$ cat src/core/aurx_pkg.sv
// aurx_pkg: constants for the asynchronous serial receiver
// assumes one system clock and a plain register port on the receiver
package aurx_pkg;
   // register addresses of the plain port
   localparam logic [1:0] ADDR_STATUS = 2'h0;  // status_control_a
   localparam logic [1:0] ADDR_CTRL_B = 2'h1;  // control_b
   localparam logic [1:0] ADDR_FRAME_C = 2'h2; // frame_control_c
   localparam logic [1:0] ADDR_DATA = 2'h3;    // data_io_location
   // status_control_a bit positions
   localparam int ST_PARITY_ERR = 2;
   localparam int ST_OVERRUN = 3;
   localparam int ST_FRAMING_ERR = 4;
   localparam int ST_DOUBLE_SPEED = 1;
   localparam int ST_RX_COMPLETE = 7;
   // control_b bit positions
   localparam int CB_NINTH_RX = 1;
   localparam int CB_SIZE2 = 2;
   localparam int CB_RX_ENABLE = 4;
   localparam int CB_IRQ_ENABLE = 7;
   // frame_control_c bit positions
   localparam int FC_SIZE0 = 1;
   localparam int FC_SIZE1 = 2;
   localparam int FC_STOP_BITS = 3;
   localparam int FC_PARITY_ODD = 4;
   localparam int FC_PARITY_EN = 5;
   // reset values
   localparam logic [7:0] RST_CTRL_B = 8'h00;
   localparam logic [7:0] RST_FRAME_C = 8'h06;
   localparam logic [15:0] RST_BAUD_DIV = 16'h0000;
   // oversampling figures
   localparam logic [3:0] SAMPLES_NORMAL = 4'hF;  // last sample index, 16 per bit
   localparam logic [3:0] SAMPLES_DOUBLE = 4'h7;  // last sample index, 8 per bit
   localparam logic [3:0] VOTE_FIRST_NORMAL = 4'h7; // sample 8 counted from 1
   localparam logic [3:0] VOTE_FIRST_DOUBLE = 4'h3; // sample 4 counted from 1
   localparam int BUF_DEPTH = 2;
   typedef enum logic [1:0] {AURX_IDLE, AURX_START, AURX_BITS} aurx_state_t;
endpackage

$ cat src/core/aurx_receiver.sv
// aurx_receiver: receive half of an asynchronous serial port
// assumes a sample tick divider value supplied by software; serial input is asynchronous
//
// The plain strobed port and the address map were left to the implementer.
module aurx_receiver
   import aurx_pkg::*;
#(
   parameter int DIV_W = 16
) (
   input wire logic ref_clk,
   input wire logic rst_b,
   input wire logic [1:0] reg_addr,
   input wire logic [7:0] reg_wdata,
   input wire logic reg_wr,
   input wire logic reg_rd,
   input wire logic [DIV_W-1:0] baud_div,
   input wire logic global_irq_enable,
   input wire logic rx_pin,
   output logic [7:0] reg_rdata,
   output logic rx_irq,
   output logic pin_override
);
   import aurx_pkg::*;

   // majority of three samples
   function automatic logic vote3(input logic [2:0] s);
      vote3 = (s[0] & s[1]) | (s[0] & s[2]) | (s[1] & s[2]);
   endfunction

   logic [7:0] control_b;
   logic [7:0] frame_control_c;
   logic double_speed_select;
   logic sync_a;
   logic sync_b;
   logic [DIV_W-1:0] div_cnt;
   logic tick;
   aurx_state_t state;
   logic [3:0] samp;
   logic [3:0] bit_idx;
   logic [2:0] votes;
   logic [8:0] shift;
   logic par_acc;
   logic frame_done;
   logic [8:0] done_data;
   logic done_fe;
   logic done_pe;
   logic shift_full;
   logic [8:0] sh_data;
   logic sh_fe;
   logic sh_pe;
   logic ovr_pending;
   logic start_seen;
   logic [11:0] buf_mem [BUF_DEPTH];
   logic rd_ptr;
   logic wr_ptr;
   logic [1:0] count;
   logic push;
   logic pop;
   logic receiver_enable;
   logic [3:0] last_samp;
   logic [3:0] vote_first;
   logic [3:0] nbits;
   logic [11:0] head;

   assign receiver_enable = control_b[CB_RX_ENABLE];
   // sample count per bit and start vote position
   assign last_samp = double_speed_select ? SAMPLES_DOUBLE : SAMPLES_NORMAL;
   assign vote_first = double_speed_select ? VOTE_FIRST_DOUBLE : VOTE_FIRST_NORMAL;
   // data bits 5..9 from size field, plus parity and one stop bit
   always_comb begin
      logic [2:0] sz;
      sz = {control_b[CB_SIZE2], frame_control_c[FC_SIZE1], frame_control_c[FC_SIZE0]};
      case (sz)
         3'h0: nbits = 4'h5;
         3'h1: nbits = 4'h6;
         3'h2: nbits = 4'h7;
         3'h7: nbits = 4'h9;
         default: nbits = 4'h8;
      endcase
   end
   assign head = buf_mem[rd_ptr];
   assign pop = reg_rd && reg_addr == ADDR_DATA && count != 2'h0;
   assign push = shift_full && (count != 2'(BUF_DEPTH) || pop);

   // input synchroniser
   always_ff @(posedge ref_clk or negedge rst_b) begin
      if (!rst_b) begin
         sync_a <= 1'b1;
         sync_b <= 1'b1;
      end else begin
         sync_a <= rx_pin;
         sync_b <= sync_a;
      end
   end

   // oversampling tick from divider
   always_ff @(posedge ref_clk or negedge rst_b) begin
      if (!rst_b) begin
         div_cnt <= '0;
         tick <= 1'b0;
      end else if (div_cnt == '0) begin
         div_cnt <= baud_div;
         tick <= 1'b1;
      end else begin
         div_cnt <= div_cnt - 1'b1;
         tick <= 1'b0;
      end
   end

   // clock and data recovery state machine
   always_ff @(posedge ref_clk or negedge rst_b) begin
      if (!rst_b) begin
         state <= AURX_IDLE;
         samp <= 4'h0;
         bit_idx <= 4'h0;
         votes <= 3'h0;
         shift <= 9'h000;
         par_acc <= 1'b0;
         frame_done <= 1'b0;
         done_data <= 9'h000;
         done_fe <= 1'b0;
         done_pe <= 1'b0;
         start_seen <= 1'b0;
      end else begin
         frame_done <= 1'b0;
         start_seen <= 1'b0;
         if (!receiver_enable) begin
            state <= AURX_IDLE; // frame in progress dropped
         end else if (tick) begin
            case (state)
               AURX_IDLE: begin
                  if (!sync_b) begin // first low sample is sample 1
                     state <= AURX_START;
                     samp <= 4'h1;
                  end
               end
               AURX_START: begin
                  samp <= samp + 4'h1;
                  if (samp >= vote_first && samp <= vote_first + 4'h2)
                     votes <= {votes[1:0], sync_b};
                  if (samp == vote_first + 4'h2) begin
                     if (vote3({votes[1:0], sync_b})) begin
                        state <= AURX_IDLE; // noise spike
                     end else begin
                        state <= AURX_BITS;
                        start_seen <= 1'b1;
                        bit_idx <= 4'h0;
                        par_acc <= 1'b0;
                        shift <= 9'h000;
                     end
                  end
                  if (samp == last_samp) samp <= 4'h0;
               end
               AURX_BITS: begin
                  samp <= (samp == last_samp) ? 4'h0 : samp + 4'h1;
                  if (samp >= vote_first && samp <= vote_first + 4'h2)
                     votes <= {votes[1:0], sync_b};
                  if (samp == vote_first + 4'h2) begin
                     // three centre samples decide the bit
                     if (bit_idx < nbits) begin
                        shift[bit_idx] <= vote3({votes[1:0], sync_b});
                        par_acc <= par_acc ^ vote3({votes[1:0], sync_b});
                        bit_idx <= bit_idx + 4'h1;
                     end else if (bit_idx == nbits && frame_control_c[FC_PARITY_EN]) begin
                        // parity result stored only when enabled
                        done_pe <= (par_acc ^ vote3({votes[1:0], sync_b})) !=
                           frame_control_c[FC_PARITY_ODD];
                        bit_idx <= bit_idx + 4'h1;
                     end else begin
                        // first stop bit ends the frame
                        if (!frame_control_c[FC_PARITY_EN]) done_pe <= 1'b0;
                        done_fe <= !vote3({votes[1:0], sync_b});
                        done_data <= shift;
                        frame_done <= 1'b1;
                        state <= AURX_IDLE;
                     end
                  end
               end
               default: state <= AURX_IDLE;
            endcase
         end
      end
   end

   // shift register holding slot and overrun detection
   always_ff @(posedge ref_clk or negedge rst_b) begin
      if (!rst_b) begin
         shift_full <= 1'b0;
         sh_data <= 9'h000;
         sh_fe <= 1'b0;
         sh_pe <= 1'b0;
         ovr_pending <= 1'b0;
      end else if (!receiver_enable) begin
         shift_full <= 1'b0;
         ovr_pending <= 1'b0;
      end else begin
         if (start_seen && shift_full && count == 2'(BUF_DEPTH) && !pop)
            ovr_pending <= 1'b1;
         else if (push)
            ovr_pending <= 1'b0;
         // a new frame replaces a character that could not move on
         if (frame_done) begin
            shift_full <= 1'b1;
            sh_data <= done_data;
            sh_fe <= done_fe;
            sh_pe <= done_pe;
         end else if (push) begin
            shift_full <= 1'b0;
         end
      end
   end

   // two-entry receive buffer with per-character flags
   always_ff @(posedge ref_clk or negedge rst_b) begin
      if (!rst_b) begin
         rd_ptr <= 1'b0;
         wr_ptr <= 1'b0;
         count <= 2'h0;
         for (int i = 0; i < BUF_DEPTH; i++) buf_mem[i] <= 12'h000;
      end else if (!receiver_enable) begin
         rd_ptr <= 1'b0; // flush
         wr_ptr <= 1'b0;
         count <= 2'h0;
      end else begin
         if (push) begin
            buf_mem[wr_ptr] <= {sh_fe, ovr_pending | (start_seen && count == 2'(BUF_DEPTH)),
               sh_pe, sh_data};
            wr_ptr <= ~wr_ptr;
         end
         if (pop) rd_ptr <= ~rd_ptr;
         count <= count + 2'(push) - 2'(pop);
      end
   end

   // control registers; error positions never written
   always_ff @(posedge ref_clk or negedge rst_b) begin
      if (!rst_b) begin
         control_b <= RST_CTRL_B;
         frame_control_c <= RST_FRAME_C;
         double_speed_select <= 1'b0;
      end else if (reg_wr) begin
         case (reg_addr)
            ADDR_STATUS: double_speed_select <= reg_wdata[ST_DOUBLE_SPEED];
            ADDR_CTRL_B: control_b <= reg_wdata & ~(8'h01 << CB_NINTH_RX);
            ADDR_FRAME_C: frame_control_c <= reg_wdata;
            default: ;
         endcase
      end
   end

   // read port, data one cycle after strobe
   always_ff @(posedge ref_clk or negedge rst_b) begin
      if (!rst_b) begin
         reg_rdata <= 8'h00;
      end else if (reg_rd) begin
         case (reg_addr)
            ADDR_STATUS: reg_rdata <= {count != 2'h0, 2'h0, head[11] & (count != 2'h0),
               head[10] & (count != 2'h0),
               head[9] & (count != 2'h0) & frame_control_c[FC_PARITY_EN],
               double_speed_select, 1'b0};
            ADDR_CTRL_B: reg_rdata <= {control_b[7:2], head[8], control_b[0]};
            ADDR_FRAME_C: reg_rdata <= frame_control_c;
            // upper unused data bits masked
            ADDR_DATA: reg_rdata <= head[7:0] & ~(8'hFF << nbits[2:0] + 8'h0) |
               (nbits >= 4'h8 ? head[7:0] : 8'h00);
            default: reg_rdata <= 8'h00;
         endcase
      end else begin
         reg_rdata <= 8'h00;
      end
   end

   // interrupt only from complete flag, not errors
   always_ff @(posedge ref_clk or negedge rst_b) begin
      if (!rst_b) begin
         rx_irq <= 1'b0;
         pin_override <= 1'b0;
      end else begin
         rx_irq <= control_b[CB_IRQ_ENABLE] && global_irq_enable && count != 2'h0 &&
            receiver_enable && !pop;
         pin_override <= receiver_enable;
      end
   end
endmodule

$ cat config.mk
export PLATFORM = sky130hd
export DESIGN_NAME = aurx_receiver
export DESIGN_NICKNAME = d
export VERILOG_FILES = /design/src/core/aurx_pkg.sv /design/src/core/aurx_receiver.sv
export SDC_FILE = /design/constraint.sdc
export NUM_CORES = 1
export LEC_CHECK = 0
export BUFFER_PORTS_ARGS = -buffer_cell sky130_fd_sc_hd__buf_2
export CAP_MARGIN = 10
export CORE_MARGIN = 2
export CORE_UTILIZATION = 33
export DETAILED_ROUTE_END_ITERATION = 6
export MAX_ROUTING_LAYER = met4
export SLEW_MARGIN = 20
export SYNTH_ARGS = -nofsm -noshare
export SYNTH_HDL_FRONTEND = slang
export SYNTH_SLANG_ARGS = --single-unit
export TNS_END_PERCENT = 10
$ cat constraint.sdc
create_clock -name ref_clk -period 2.5 [get_ports ref_clk]
set_input_delay 0.125 -clock ref_clk [delete_from_list [all_inputs] [get_ports ref_clk]]
set_output_delay 0.125 -clock ref_clk [all_outputs]
set_load 0.05 [all_outputs]
==> impl_summary.log <==
INFO  metric maxSlewViolCount = 0
INFO  metric worst_slew_margin_rel = 0.4373
INFO  metric main_combinational_cell_family_by_area_after_synthesis = multiplexers
INFO  metric antennaDiodeCount = 0
INFO  metric initial_core_util = 0.3349
INFO  metric synth_top_area_share = 0.4899
INFO  metric clock_path_buffers = 2
INFO  metric drt_pass1_iterations = 4
INFO  metric finalSetupViolCount = 0
INFO  metric yosys.area_share.xor_xnor = 0.02785
INFO  metric yosys_warnings = 0
INFO  metric ant_nets = 0
INFO  metric placement_rows = 49
INFO  metric grt_first_pass_wirelength = 21.98 mm
INFO  metric power_density = 727.7 nW/um^2
INFO  metric place_area = 6504 sq um
INFO  metric port_buffers = 41
INFO  metric totalWireLength = 12.89 mm
INFO  metric synthArstFlopShare = 1.000
INFO  metric post_route_cells_drive_above_1_share = 0.2677
INFO  metric clk_transition_reported_paths = 0.06 ns
INFO  metric globalRouteOverflowTotal = 0
INFO  metric drcViolationCount = 0
INFO  metric full_die_area = 19,200 sq um
INFO  metric finalHoldViolCount = 0
INFO  metric start_kind = flip-flop
INFO  metric synth-compound-area-share = 0.1177
INFO  metric clk_root_buffer_cell = clkbuf_16
INFO  metric period_minus_slack = 2.380 ns
INFO  metric routed-via-count = 4,344
INFO  metric cts_bufs_inserted = 17
INFO  metric status = finished, final reports clean
INFO  metric maximum_vdd_drop = 0.5766 mV
INFO  metric mappedNetlistArea = 5976 sq um
INFO  metric fp.dieH = 138.6 microns
INFO  metric dp_slack = -0.01738 ns
INFO  metric num-nets-final = 675
INFO  metric routed_wire_length_per_instance = 14.92 microns
INFO  metric place.gp.congestion = 0.8368
INFO  metric dp_hpwl = 9.171 mm
INFO  metric synth.area.top_cells = dfrtp_1, mux2_2, ha_1
INFO  metric clock_sink_count = 121
INFO  metric criticalPathCategory = flip-flop to flip-flop
INFO  metric timing.final.crit_share = 0.9521
INFO  metric via_count_of_the_first_global_routing_pass = 4,452
INFO  metric total_leakage_power = 3.325 nW
INFO  metric vias_per_cell = 5.028
INFO  metric fmaxAchievable = 420.1 MHz
INFO  metric synth-simple-area-share = 0.1317
INFO  metric globalRouteTotalUtil = 0.1462
INFO  metric area.growth.synth_to_final = 23.56%
INFO  metric synth_nets = 594
INFO  metric post_synth_fa_ha_maj_area_fraction = 0.04564
INFO  metric cp_max_fo = 10
INFO  metric synthDistinctLibCells = 56
INFO  metric cp.required = 2.79 ns
INFO  metric critical_path_arrival = 2.67 ns
INFO  metric synth_sequential_area_ratio = 0.5075
INFO  metric avgSynthCellArea = 11.05 sq um
INFO  metric cts_post_setup_buffers_inserted = 0
INFO  metric grt_max_degree = 65
INFO  metric worst_hold_slack = 0.08001 ns
INFO  metric cts_htree_levels = 4
INFO  metric io_pins = 42
INFO  metric timing.clock.skew = 0.005360 ns
INFO  metric detail_route.iter0.violations = 268
INFO  metric final_area = 7383 sq um
INFO  metric fp.dieW = 138.6 microns
INFO  metric final_critical_path_setup_slack = 0.1198 ns
INFO  metric core_region_area = 17,840 sq um
INFO  metric clock_tree_from_tritoncts = done
INFO  metric postSynthRegisterBits = 121
INFO  metric dominant_register_cell_in_the_synthesized_netlist = dfrtp_1
INFO  metric crit_path_capture_type = flip-flop
INFO  metric clk_latency = 0.42 ns
INFO  metric syn-instance-count = 541
INFO  metric number_of_antenna_violations_at_the_first_check_in_global_routing = 0
INFO  metric synth.largest_area_cell = dfrtp_1
INFO  metric synth-edff-count = 0
INFO  metric min_path_type = input port to flip-flop
INFO  metric maxCapViolCount = 0
INFO  metric worstMarginPinSlew = 0.8441 ns
INFO  metric synth_mux_area_frac = 0.1367
[registers in the layout, summed over array words and instances, names as in the netlist, 4 cells and up]
name             flops
control_b            7
buf_mem             24
reg_rdata            8
samp                 4
bit_idx              4
shift                9
sh_data              9
div_cnt             16
frame_control_c      8
done_data            9
[kinds of logic (layout without fill, tap and decap cells)]
| group | count (synthesis) | in the layout |
|---|---|---|
| and+or+nand+nor | 154 | 154 |
| AOI/OAI and AO/OA | 106 | 106 |
| DFF | 121 | 121 |
| adders and majority gates | 22 | 22 |
| muxes | 74 | 74 |
| buffers and inverters | 45 | 139 |
| xor gates and xnor gates | 19 | 19 |
[report_power, final]
part	switching (mW)	internal [mW]	total [mW]
Combinational	0.348	0.301	0.650
Clock	0.944	1.51	2.46
Sequential	0.145	2.12	2.27
[through the flow]
step | instances | power [mW] | utilization | TNS, ns
5_1_grt | 864 | 5.645 | 0.4138 | -0.09382
4_1_cts | 864 | 5.446 | 0.4128 | 0
6_report | 864 | 5.373 | 0.4138 | 0
2_1_floorplan | 541 | 2.700 | - | 0
3_3_place_gp | 806 | 2.882 | 0.3645 | 0
3_5_place_dp | 806 | 2.919 | 0.3645 | -0.01738
[cells in the mapped netlist (2+ instances only)]
master,instances
dfrtp_1,117
mux2_2,61
nand2_1,39
nor2_1,35
a21oi_1,28
nand3_1,27
o21ai_0,24
inv_1,22
ha_1,21
xnor2_1,16
clkbuf_1,15
a211oi_1,14
mux2i_1,13
nor3_1,10
o311ai_0,9
nand3b_1,6
nor2b_1,6
nor4_1,5
a211o_1,4
dfstp_2,4
nor3b_1,4
a21o_1,3
a22o_1,3
and2_1,3
and3_1,3
buf_1,3
buf_6,3
nand2b_1,3
o2111ai_1,3
o211ai_1,3
or4_4,3
xor2_1,3
a21oi_2,2
nor2_2,2
o221ai_1,2
o41ai_1,2
[cells in the final DEF, fill, tap and decap left out, types with 10 or more instances in the layout]
master	instances
o21ai_0	23
a211oi_1	13
nand2_1	39
dfrtp_1	117
mux2_2	61
a21oi_1	27
nor3_1	10
mux2i_1	13
nand3_1	27
buf_4	18
xnor2_1	16
buf_2	40
dlygate4sd3_1	26
nor2_1	35
clkbuf_16	17
inv_1	22
ha_1	21
[final timing paths]
kind | end | startpoint | slack (ns) | cells past startpoint
setup / recovery | shift[6]$_DFFE_PN0P_ | frame_control_c[2]$_DFFE_PN1P_ | 0.12 | 8
hold / removal | div_cnt[15]$_DFF_PN0_ | baud_div[15] | 0.08 | 3
setup reg to reg | shift[6]$_DFFE_PN0P_ | frame_control_c[2]$_DFFE_PN1P_ | 0.12 | 8
hold reg to reg | sync_b$_DFF_PN1_ | sync_a$_DFF_PN1_ | 0.36 | 0
max in group asynchronous | buf_mem[0]$_DFFE_PN0P_ | rst_b | 1.42 | 3
min in group asynchronous | control_b[7]$_DFFE_PN0P_ | rst_b | 0.37 | 2
[worst max-delay path, stage by stage (launching register included)]
cell      delay, ns
dfstp_2        0.53
xor2_1         0.16
nand2b_1       0.09
ha_1           0.29
nor2b_1        0.15
o211ai_1       0.24
a21oi_1        0.13
or2_4          0.32
o311ai_0       0.34
[timing repair]
item | 4_1_cts | 5_1_grt
resized for setup | 1 | 8
pin swaps | 0 | 1
hold endpoints to repair | 90 | 0
hold buffers | 26 | 0
cloned | 0 | 0
endpoints found under the setup margin | 3 | 23
[area by class of cell]
| cell class | count | area (sq um) |
|---|---|---|
| Sequential cell | 121 | 3033 |
| Fill cell | 1671 | 10460 |
| Clock inverter | 14 | 161.4 |
| Inverter | 22 | 82.58 |
| Clock buffer | 18 | 439.2 |
| Multi-Input combinational cell | 375 | 2765 |
| Tap cell | 229 | 286.5 |
| Timing Repair Buffer | 85 | 615.6 |
[per-layer routing]
| metal | track usage | vias up | wire length [microns] |
|---|---|---|---|
| met4 | 0.04780 | 0 | 133 |
| met1 | 0.1727 | 2145 | 5766 |
| met5 | - | - | 0 |
| li1 | - | 2113 | - |
| met2 | 0.2410 | 77 | 6495 |
| met3 | 0.04247 | 9 | 492 |
(Power assumes the default switching activity.)
